==> src/design/tsr_pkg.sv <==
package tsr_pkg;
    localparam int NUM_STREAMS = 32;
    localparam int NUM_MEMS = 4;
    localparam int ADDR_W = 14;
    localparam int DATA_W = 16;

    // Register offsets
    localparam logic [13:0] BP_ADV_BASE = 14'h00a3;
    localparam logic [13:0] BP_ADV_LAST = 14'h00c2;
    localparam logic [13:0] MBIST_OFS = 14'h014d;
    localparam logic [13:0] RATE_OFS = 14'h1001;
    localparam logic [13:0] PART_ID_OFS = 14'h3fff;

    // Field positions
    localparam int BP_ADV_LSB = 0;
    localparam int TEST_EN_POS = 12;
    localparam int START_POS_TOP = 11;
    localparam int MEM_FIELD_STRIDE = 3;
    localparam int DONE_BELOW_START = 1;
    localparam int PASS_BELOW_START = 2;
    localparam int RATE_LSB = 1;
    localparam int REV_LSB = 4;
    localparam int DEV_LSB = 0;

    // Reset values
    localparam logic [1:0] BP_ADV_RST = 2'h0;
    localparam logic [1:0] RATE_RST = 2'h0;
    localparam logic [15:0] MBIST_RST = 16'h0000;

    // Timing counts in system clock cycles
    localparam int ADV_STEP_CYC = 2;
    localparam int FRAME_LEAD_CYC = 8;

    typedef enum logic [1:0] {
        TSR_RATE_2M = 2'b00,
        TSR_RATE_4M = 2'b01,
        TSR_RATE_8M = 2'b10,
        TSR_RATE_16M = 2'b11
    } tsr_rate_t;
endpackage

==> src/design/tsr_adv_delay.sv <==
`timescale 1ns/100ps
module tsr_adv_delay
    import tsr_pkg::*;
(
    input wire logic clk_sys,
    input wire logic rstn,
    input wire logic frame_early,
    input wire logic [1:0] adv_code,
    output logic stream_start
);
    localparam int SR_W = FRAME_LEAD_CYC - 1;
    logic [SR_W-1:0] sr;
    logic [2:0] tap;

    always_ff @(posedge clk_sys or negedge rstn) begin
        if (!rstn) begin
            sr <= '0;
        end else begin
            sr <= {sr[SR_W-2:0], frame_early};
        end
    end

    always_comb begin
        tap = 3'(SR_W - 1 - ADV_STEP_CYC * int'(adv_code));
    end

    always_ff @(posedge clk_sys or negedge rstn) begin
        if (!rstn) begin
            stream_start <= 1'b0;
        end else begin
            stream_start <= sr[tap];
        end
    end
endmodule

==> src/design/tsr_regs.sv <==
`timescale 1ns/100ps
// What this block does
// - Each backplane stream starts 0, 2, 4 or 6 clocks early per its code.
// - Code zero keeps the stream aligned with the generated frame pulse.
// - Self-test mode holds while enable bit 12 is high.
// - A test launches only on a start bit rising 0 to 1.
// - Read-only done flag rises when that memory test ends.
// - Read-only pass flag reports result, high meaning pass.
// - Two-bit rate selector sets one common stream rate, reset 2.048.
// - Identification register ignores host writes.
// - Identification reads revision at 7:4, part id at 2:0, rest zero.
module tsr_regs
    import tsr_pkg::*;
#(
    parameter logic [3:0] SILICON_REV = 4'h1, // Arbitrary value
    parameter logic [2:0] PART_ID = 3'h2 // Arbitrary value
) (
    input wire logic clk_sys,
    input wire logic rstn,
    input wire logic up_cs_n,
    input wire logic up_rw,
    input wire logic [ADDR_W-1:0] up_addr,
    input wire logic [DATA_W-1:0] up_din,
    output logic [DATA_W-1:0] up_dout,
    output logic up_doe,
    output logic up_ack,
    input wire logic frame_early,
    output logic frame_pulse_out,
    output logic [NUM_STREAMS-1:0] bp_stream_start,
    output logic [1:0] stream_rate_sel,
    output logic self_test_enable,
    output logic [NUM_MEMS-1:0] mem_test_go,
    input wire logic [NUM_MEMS-1:0] mem_test_end,
    input wire logic [NUM_MEMS-1:0] mem_test_ok
);
    logic cs_n_s1, cs_n_s2, cs_n_d;
    logic rw_s1, rw_s2;
    logic [ADDR_W-1:0] addr_s1, addr_s2;
    logic [DATA_W-1:0] din_s1, din_s2;
    logic acc_start, wr_stb, rd_stb;
    logic [1:0] bp_adv [NUM_STREAMS];
    logic [NUM_MEMS-1:0] start_bits, done_flag, pass_flag, busy, launch;
    logic [13:0] adv_idx;
    logic [DATA_W-1:0] next_rdata;

    // Pins pass two flops before any use
    always_ff @(posedge clk_sys or negedge rstn) begin
        if (!rstn) begin
            cs_n_s1 <= 1'b1;
            cs_n_s2 <= 1'b1;
            cs_n_d <= 1'b1;
            rw_s1 <= 1'b1;
            rw_s2 <= 1'b1;
            addr_s1 <= '0;
            addr_s2 <= '0;
            din_s1 <= '0;
            din_s2 <= '0;
        end else begin
            cs_n_s1 <= up_cs_n;
            cs_n_s2 <= cs_n_s1;
            cs_n_d <= cs_n_s2;
            rw_s1 <= up_rw;
            rw_s2 <= rw_s1;
            addr_s1 <= up_addr;
            addr_s2 <= addr_s1;
            din_s1 <= up_din;
            din_s2 <= din_s1;
        end
    end

    // One strobe per chip-select assertion; address and data ride the same sync delay
    assign acc_start = !cs_n_s2 && cs_n_d;
    assign wr_stb = acc_start && !rw_s2;
    assign rd_stb = acc_start && rw_s2;
    assign adv_idx = addr_s2 - BP_ADV_BASE;

    always_ff @(posedge clk_sys or negedge rstn) begin
        if (!rstn) begin
            for (int i = 0; i < NUM_STREAMS; i++) begin
                bp_adv[i] <= BP_ADV_RST;
            end
        end else if (wr_stb && addr_s2 >= BP_ADV_BASE && addr_s2 <= BP_ADV_LAST) begin
            bp_adv[adv_idx[4:0]] <= din_s2[BP_ADV_LSB +: 2];
        end
    end

    always_ff @(posedge clk_sys or negedge rstn) begin
        if (!rstn) begin
            stream_rate_sel <= RATE_RST;
        end else if (wr_stb && addr_s2 == RATE_OFS) begin
            stream_rate_sel <= din_s2[RATE_LSB +: 2];
        end
    end

    always_ff @(posedge clk_sys or negedge rstn) begin
        if (!rstn) begin
            self_test_enable <= MBIST_RST[TEST_EN_POS];
        end else if (wr_stb && addr_s2 == MBIST_OFS) begin
            self_test_enable <= din_s2[TEST_EN_POS];
        end
    end

    // launch on 0-to-1 of a start bit, only with enable already set
    always_comb begin
        for (int i = 0; i < NUM_MEMS; i++) begin
            launch[i] = wr_stb && addr_s2 == MBIST_OFS && self_test_enable && din_s2[TEST_EN_POS]
                && din_s2[START_POS_TOP - MEM_FIELD_STRIDE * i] && !start_bits[i];
        end
    end

    always_ff @(posedge clk_sys or negedge rstn) begin
        if (!rstn) begin
            start_bits <= '0;
            mem_test_go <= '0;
        end else begin
            mem_test_go <= launch;
            if (wr_stb && addr_s2 == MBIST_OFS) begin
                for (int i = 0; i < NUM_MEMS; i++) begin
                    start_bits[i] <= din_s2[START_POS_TOP - MEM_FIELD_STRIDE * i];
                end
            end
        end
    end

    // done set wins over the launch clear; pass captured with it; launch clears
    always_ff @(posedge clk_sys or negedge rstn) begin
        if (!rstn) begin
            done_flag <= '0;
            pass_flag <= '0;
            busy <= '0;
        end else begin
            for (int i = 0; i < NUM_MEMS; i++) begin
                if (busy[i] && mem_test_end[i]) begin
                    done_flag[i] <= 1'b1;
                    pass_flag[i] <= mem_test_ok[i];
                    busy[i] <= 1'b0;
                end else if (launch[i]) begin
                    done_flag[i] <= 1'b0;
                    pass_flag[i] <= 1'b0;
                    busy[i] <= 1'b1;
                end
            end
        end
    end

    // read data mux for all registers incl. identification layout; no write path exists for identification
    always_comb begin
        next_rdata = '0;
        if (addr_s2 >= BP_ADV_BASE && addr_s2 <= BP_ADV_LAST) begin
            next_rdata[BP_ADV_LSB +: 2] = bp_adv[adv_idx[4:0]];
        end else if (addr_s2 == MBIST_OFS) begin
            next_rdata[TEST_EN_POS] = self_test_enable;
            for (int i = 0; i < NUM_MEMS; i++) begin
                next_rdata[START_POS_TOP - MEM_FIELD_STRIDE * i] = start_bits[i];
                next_rdata[START_POS_TOP - MEM_FIELD_STRIDE * i - DONE_BELOW_START] = done_flag[i];
                next_rdata[START_POS_TOP - MEM_FIELD_STRIDE * i - PASS_BELOW_START] = pass_flag[i];
            end
        end else if (addr_s2 == RATE_OFS) begin
            next_rdata[RATE_LSB +: 2] = stream_rate_sel;
        end else if (addr_s2 == PART_ID_OFS) begin
            next_rdata[REV_LSB +: 4] = SILICON_REV;
            next_rdata[DEV_LSB +: 3] = PART_ID;
        end
    end

    // Read data frozen at access start, held until the next read strobe; enable drops with chip select
    always_ff @(posedge clk_sys or negedge rstn) begin
        if (!rstn) begin
            up_dout <= '0;
            up_doe <= 1'b0;
            up_ack <= 1'b0;
        end else begin
            if (rd_stb) begin
                up_dout <= next_rdata;
            end
            up_doe <= !cs_n_s2 && rw_s2 && (up_doe || rd_stb);
            up_ack <= !cs_n_s2 && (up_ack || acc_start);
        end
    end

    tsr_adv_delay u_frame (
        .clk_sys(clk_sys),
        .rstn(rstn),
        .frame_early(frame_early),
        .adv_code(2'h0),
        .stream_start(frame_pulse_out)
    );

    for (genvar g = 0; g < NUM_STREAMS; g++) begin : g_adv
        tsr_adv_delay u_adv (
            .clk_sys(clk_sys),
            .rstn(rstn),
            .frame_early(frame_early),
            .adv_code(bp_adv[g]),
            .stream_start(bp_stream_start[g])
        );
    end

    a_adv_zero_align: assert property (@(posedge clk_sys) disable iff (!rstn)
        bp_adv[0] == 2'h0 && $stable(bp_adv[0]) |-> bp_stream_start[0] == frame_pulse_out)
        else $error("stream 0 with zero advance not aligned to frame pulse");
    a_adv_six_early: assert property (@(posedge clk_sys) disable iff (!rstn)
        frame_early && bp_adv[3] == 2'h3 ##1 bp_adv[3] == 2'h3 |-> ##1 bp_stream_start[3] ##6 frame_pulse_out)
        else $error("advance of six cycles not met");
    a_go_needs_enable: assert property (@(posedge clk_sys) disable iff (!rstn)
        |mem_test_go |-> self_test_enable)
        else $error("test launched outside self-test mode");
    a_go_rising_only: assert property (@(posedge clk_sys) disable iff (!rstn)
        mem_test_go[0] |-> !$past(start_bits[0], 2) && start_bits[0])
        else $error("test launched without start bit rising");
    a_done_from_end: assert property (@(posedge clk_sys) disable iff (!rstn)
        $rose(done_flag[2]) |-> $past(mem_test_end[2]) && $past(busy[2]))
        else $error("done flag rose without test end");
    a_pass_result: assert property (@(posedge clk_sys) disable iff (!rstn)
        $rose(done_flag[1]) |-> pass_flag[1] == $past(mem_test_ok[1]))
        else $error("pass flag does not match result");
    a_launch_clears: assert property (@(posedge clk_sys) disable iff (!rstn)
        launch[3] && !mem_test_end[3] |=> !done_flag[3] && !pass_flag[3])
        else $error("stale result survived launch");
    a_rate_write: assert property (@(posedge clk_sys) disable iff (!rstn)
        wr_stb && addr_s2 == RATE_OFS |=> stream_rate_sel == $past(din_s2[2:1]))
        else $error("rate selector not updated");
    a_id_readback: assert property (@(posedge clk_sys) disable iff (!rstn)
        rd_stb && addr_s2 == PART_ID_OFS |=> up_dout == {8'h00, SILICON_REV, 1'b0, PART_ID})
        else $error("identification read value wrong");
    a_id_readonly: assert property (@(posedge clk_sys) disable iff (!rstn)
        wr_stb && addr_s2 == PART_ID_OFS |=> $stable(stream_rate_sel) && $stable(self_test_enable))
        else $error("write to identification changed state");
    c_test_pass: cover property (@(posedge clk_sys) disable iff (!rstn) $rose(done_flag[0]) && pass_flag[0]);
    c_test_fail: cover property (@(posedge clk_sys) disable iff (!rstn) $rose(done_flag[0]) && !pass_flag[0]);
    c_rate_16m: cover property (@(posedge clk_sys) disable iff (!rstn) stream_rate_sel == TSR_RATE_16M);
    c_adv_used: cover property (@(posedge clk_sys) disable iff (!rstn) bp_stream_start[1] && !frame_pulse_out);
endmodule

==> config.mk <==
export PLATFORM = sky130hd
export DESIGN_NAME = tsr_regs
export DESIGN_NICKNAME = d
export VERILOG_FILES = /design/src/design/tsr_pkg.sv /design/src/design/tsr_adv_delay.sv /design/src/design/tsr_regs.sv
export SDC_FILE = /design/constraint.sdc
export NUM_CORES = 1
export LEC_CHECK = 0
export BUFFER_PORTS_ARGS = -buffer_cell sky130_fd_sc_hd__buf_2
export CAP_MARGIN = 40
export CELL_PAD_IN_SITES_DETAIL_PLACEMENT = 1
export CELL_PAD_IN_SITES_GLOBAL_PLACEMENT = 2
export CORE_MARGIN = 4
export CORE_UTILIZATION = 44
export CTS_CLUSTER_SIZE = 16
export DETAILED_ROUTE_END_ITERATION = 8
export HOLD_SLACK_MARGIN = 0.05
export PLACE_DENSITY_LB_ADDON = 0.1
export SYNTH_ARGS = -nofsm -noshare
export SYNTH_HDL_FRONTEND = slang
export SYNTH_SLANG_ARGS = --single-unit
==> constraint.sdc <==
create_clock -name clk_sys -period 4.5 [get_ports clk_sys]
set_input_delay 0.45 -clock clk_sys [delete_from_list [all_inputs] [get_ports clk_sys]]
set_output_delay 0.45 -clock clk_sys [all_outputs]
set_load 0.01 [all_outputs]
# Word level (Yosys, flattened, before mapping)
# Cells that the tools add are included.
# op_classes
add_sub_neg	33
multipliers	0
div_mod_pow	0
n_lt_le_gt_ge	36
eq_ne	3
shifts	0
mux	101
bitwise_logic	1
n_reduce_logical	38
# ops
op	count
$lt A3 B4 Y1 const B	32
$bmux W1 S3	32
$sub A3 B3 Y3 const A	32
$bwmux W64	1
$mux W1	55
$logic_and A1 B1 Y1	26
$eq A14 B13 Y1 const B	1
$eq A14 B14 Y1 const B	1
$eq A14 B9 Y1 const B	1
$ge A14 B8 Y1 const B	1
$le A14 B8 Y1 const B	1
$mux W2	6
$mux W11	1
$bmux W2 S5	1
$demux W2 S5	1
$mux W4	2
$reduce_bool A2 Y1	4
$ge A6 B6 Y1 const B	1
$logic_not A1 Y1	6
$lt A6 B1 Y1 const B	1
$not A5 Y6	1
$mux W5	1
$sub A5 B2 Y5 const B	1
$mux W3	1
$logic_or A1 B1 Y1	2
# word_totals
ff_bits	425
latch_bits	0
ramBits	0
mem_bits_ro	0
in_bits	43
out_inout_bits	58
wordCells	338
n_memories	0

# Depth between registers and ports, before layout
# depth
ltp_word	10
mapped_depth	11
mapped_depth_nobuf	7

# Modules after synthesis
# Synthesis repeated with hierarchy kept, for this count alone.
# unflattened
cells_unflattened	753
area_unflattened_um2	13526.7
# by_module_without_submodules
mod	n_inst	cells_each	area_each_um2	seq_area_each_um2
tsr_adv_delay	33	9	222.7	200.2
tsr_regs	1	456	6177.2	3734.8

# Worst setup path before layout
# Ideal clock, no wire load.
# synth_path
path_kind	register to register
startpoint	register addr_s2[0]
endpoint	register up_dout[0]
arrival_ps	2943
required_time_ps	4366
path_slack_ps	1423
path_stages_with_launch	12
path_buffers	4
period_less_slack_ps	3077
path_cell_list	dfrtp_1 > buf_2 > clkbuf_1 > inv_1 > ha_1 > clkbuf_1 > buf_2 > mux4_2 > nand2_1 > o22ai_1 > o41ai_1 > a21oi_1
# synth_via
elab_chain_cells	6
elab_cells_between_ends	13
classes_between	add/sub (1); order compare (2); eq/ne (2); mux (6); bitwise (1); reduce/logical (1)
# synth_lines
element	line_no	rtl
from (decl)	tsr_regs.sv:38	logic [ADDR_W-1:0] addr_s1, addr_s2;
from (signal assigned)	tsr_regs.sv:65	addr_s2 <= addr_s1;
$sub A5 B2 Y5	tsr_regs.sv:75	assign adv_idx = addr_s2 - BP_ADV_BASE;
$not A5 Y6 (implied by the code)	tsr_regs.sv:150	next_rdata[BP_ADV_LSB +: 2] = bp_adv[adv_idx[4:0]];
$bmux W2 S5	tsr_regs.sv:150	
$mux W2 (implied by the code) (2 in series)	tsr_regs.sv:150	
$mux W2 (*)	tsr_regs.sv:149	if (addr_s2 >= BP_ADV_BASE && addr_s2 <= BP_ADV_LAST) begin
to (signal assigned)	tsr_regs.sv:174	up_dout <= next_rdata;
to (decl)	tsr_regs.sv:24	output logic [DATA_W-1:0] up_dout,
# Mark *: on every way between the ends. The rest lies on a longest branch, timed or not. The select of a mux whose other input is x is not followed.
# A chain may end at the register's enable or synchronous reset.

# Worst setup path in the final report
# layout_path
startpoint	register addr_s2[0]
endpoint	register up_dout[1]
# Same word-level chain as after synthesis.

==> reports/qor.txt <==
Status -> finished, final reports clean
Nets -> 673
DIE HEIGHT -> 144 um
Sw power -> 0.885 mW
Unrepaired setup endpoints after global routing -> no
1st-iter DRT viols -> 157
Worst skew pair latency -> 0.44 ns
Max cap viols -> 0
Setup Buffers After CTS -> 0
Rows -> 49
Post-synth EDFFs -> 0
Drt first pass iters -> 5
Synth top area share -> 0.562
Lkg Pwr -> 4.22 nW
H-tree depth -> 4
Grt total ovfl -> 0
DP Wirelength -> 12.4 mm
First-pass GRT wire length -> 29.9 mm
Switching Share -> 0.251
Gpl congestion -> 0.792
Hold Path Class -> input pin to asynchronous set/reset pin
Via/cell ratio -> 5.43
DRT antenna net count -> 0
Num ports -> 101
Fin Setup TNS -> 0 ns
Clock power frac -> 0.436
Internal -> 2.64 mW
Area of the die -> 0.0209 mm^2
Post-synthesis cell type count -> 49
CTS root buffer -> clkbuf_16
Worst-Margin Slew -> 0.881 ns
Flop pwr share -> 0.506
GRT Resource Usage Total -> 0.190
CTS tree -> built
Ys async rst share -> 1.00
Power per cell area -> 376 mW/mm^2
Core Region -> 0.0181 mm^2
Top cells by area, synth -> dfrtp_1, mux4_2, mux2_2
Tmin final -> 3.14 ns
Critical Path Sink Type -> flip-flop
Hold Vio Cnt, Final -> 0
Sequential area share after synthesis -> 0.578
DRT Wirelength -> 18.3 mm
Per-cell routed wire length -> 21.1 um
Drc violations -> 0
Largest area contributor in the netlist -> dfrtp_1
Top-count cell post-synth -> dfrtp_1
Synth Cell Area -> 0.00819 mm^2
Clk buf depth -> 2
Layout area overhead -> 14.4%
PostCTS Resize Cnt -> 0
Fmax achieved -> 0.319 GHz
Worst-path fanout max -> 12
Vias in the first global route -> 5,376
Part of the power in combinational logic -> 0.058
Die X -> 144 um
Initial antenna violation count -> 0
PortBufs -> 88
Top post-synthesis cells by count -> dfrtp_1, mux2_2, mux4_2
Worst hold slack -> 0.0525 ns
CTS sink count -> 189
Critical path class -> flip-flop to flip-flop
Clock Pin Slew Worst Setup and Hold Paths -> 0.08 ns
Worst endpoint required time -> 4.81 ns
# hold bufs at CTS -> 0
WP data arrival -> 3.44 ns
Filler Cell Count -> 1,798
Worst vdd ir -> 0.000284 V
Largest net degree at the start of global routing -> 99
Final Skew -> 0.0119 ns
Via count -> 4,706
Cts bufs inserted -> 17
Average size of a mapped cell -> 14.4 um^2
CP startpoint kind -> flip-flop
Initial core utilization -> 0.451
Multi-input gate area -> 0.00302 mm^2
Final Cycle Share -> 0.697
Mapped Cells -> 568
Max-slew violation count -> 0
Yosys warns -> 0
N_diodes -> 0
Dominant synthesized flop cell -> dfrtp_1
Register area -> 0.00474 mm^2
Layout cells sized above 1 -> 0.447
#FFs+latches synth -> 189
Relative slew margins -> 0.412
Final setup vio count -> 0
[final timing paths]
path	from	endpoint	slack (ns)	cells after the start
max reg2reg	addr_s2[0]$_DFF_PN0_	up_dout[1]$_DFFE_PN0P_	1.36	7
min in group clk_sys	up_rw	rw_s1$_DFF_PN1_	0.11	1
max	addr_s2[0]$_DFF_PN0_	up_dout[1]$_DFFE_PN0P_	1.36	7
min	rstn	g_adv[0].u_adv.sr[6]$_DFF_PN0_	0.05	1
min reg2reg	din_s1[8]$_DFF_PN0_	din_s2[8]$_DFF_PN0_	0.34	0
max in group asynchronous	rstn	cs_n_d$_DFF_PN1_	3.45	2
[critical path, cell delays in order, from the launching register on]
cell and delay (ns):
dfrtp_1 0.67, inv_1 0.14, ha_1 0.73, buf_4 0.30
mux4_2 0.50, nor2b_1 0.18, nor4_1 0.36, a21oi_1 0.13
[per-layer routing]
| layer | GRT usage | vias up | wire length (um) |
|---|---|---|---|
| met5 | 0 | - | 0 |
| met4 | 0.0550 | 0 | 264 |
| met3 | 0.0314 | 19 | 721 |
| met2 | 0.318 | 95 | 9250 |
| met1 | 0.256 | 2476 | 8070 |
| li1 | - | 2116 | - |
[per-stage QoR]
stage	power [mW]	util	setup slack [ns]	area (um^2)	instances
3_5_place_dp	2.03	0.483	1.31	8770	835
5_1_grt	3.67	0.517	1.09	9380	867
4_1_cts	3.58	0.517	1.30	9380	867
3_3_place_gp	2.00	0.474	1.24	8590	826
2_1_floorplan	1.92	-	1.42	8200	570
6_report	3.52	0.517	1.36	9380	867
[placed cells by master, fill, tap and decap left out, types with 4 or more instances in the layout]
cell type	netlist	final
nand2b_1	4	4
clkbuf_16	0	17
a21oi_1	6	6
nor3_2	8	8
nor3b_2	4	4
dfrtp_1	184	184
ha_1	5	5
buf_16	0	4
nand2_1	36	36
mux2_2	75	75
inv_6	0	5
dfstp_2	5	5
o22ai_1	5	5
mux4_2	48	48
inv_8	0	4
nor2_1	33	33
o21ai_0	22	22
nand3_1	6	6
inv_1	16	16
and2_1	4	4
buf_2	3	87
[state kept, by name, summed over array words and instances, names as in the netlist]
name and cells:
bp_adv 64, g_adv.u_adv.stream_start 32, addr_s1 14, addr_s2 14
up_dout 13, din_s1 7, din_s2 7, g_adv.u_adv.sr 7
busy 4, done_flag 4, mem_test_go 4, pass_flag 4
start_bits 4, stream_rate_sel 2, cs_n_d 1, cs_n_s1 1
cs_n_s2 1, rw_s1 1, rw_s2 1, self_test_enable 1
u_frame.stream_start 1, up_ack 1, up_doe 1
[power by group through the flow]
stage	Clock (mW)	Combinational, mW	Sequential (mW)
after detailed placement	0	0.211	1.82
final	1.54	0.205	1.78
after floorplan	0	0.125	1.79
after CTS	1.58	0.211	1.78
after global placement	0	0.174	1.83
after global routing	1.65	0.228	1.79
[cells by family (layout without fill, tap and decap cells)]
group / Yosys count / count (layout) / synth area share
other: 1 / 3 / 0.000458
buffers and inverters: 81 / 149 / 0.0538
and+or+nand+nor: 121 / 121 / 0.0880
muxes: 126 / 126 / 0.239
adders and majority gates: 5 / 5 / 0.00764
AOI/OAI and AO/OA: 45 / 45 / 0.0334
DFF: 189 / 189 / 0.578
[cell type report]
cell class,count,area share
sequential,189,0.505
multi-input combinational,300,0.323
timing repair buffer,100,0.0702
clock buffer,18,0.0468
tap,229,0.0306
clock inverter,14,0.0180
inverter,17,0.00681
(Power assumes the default switching activity.)
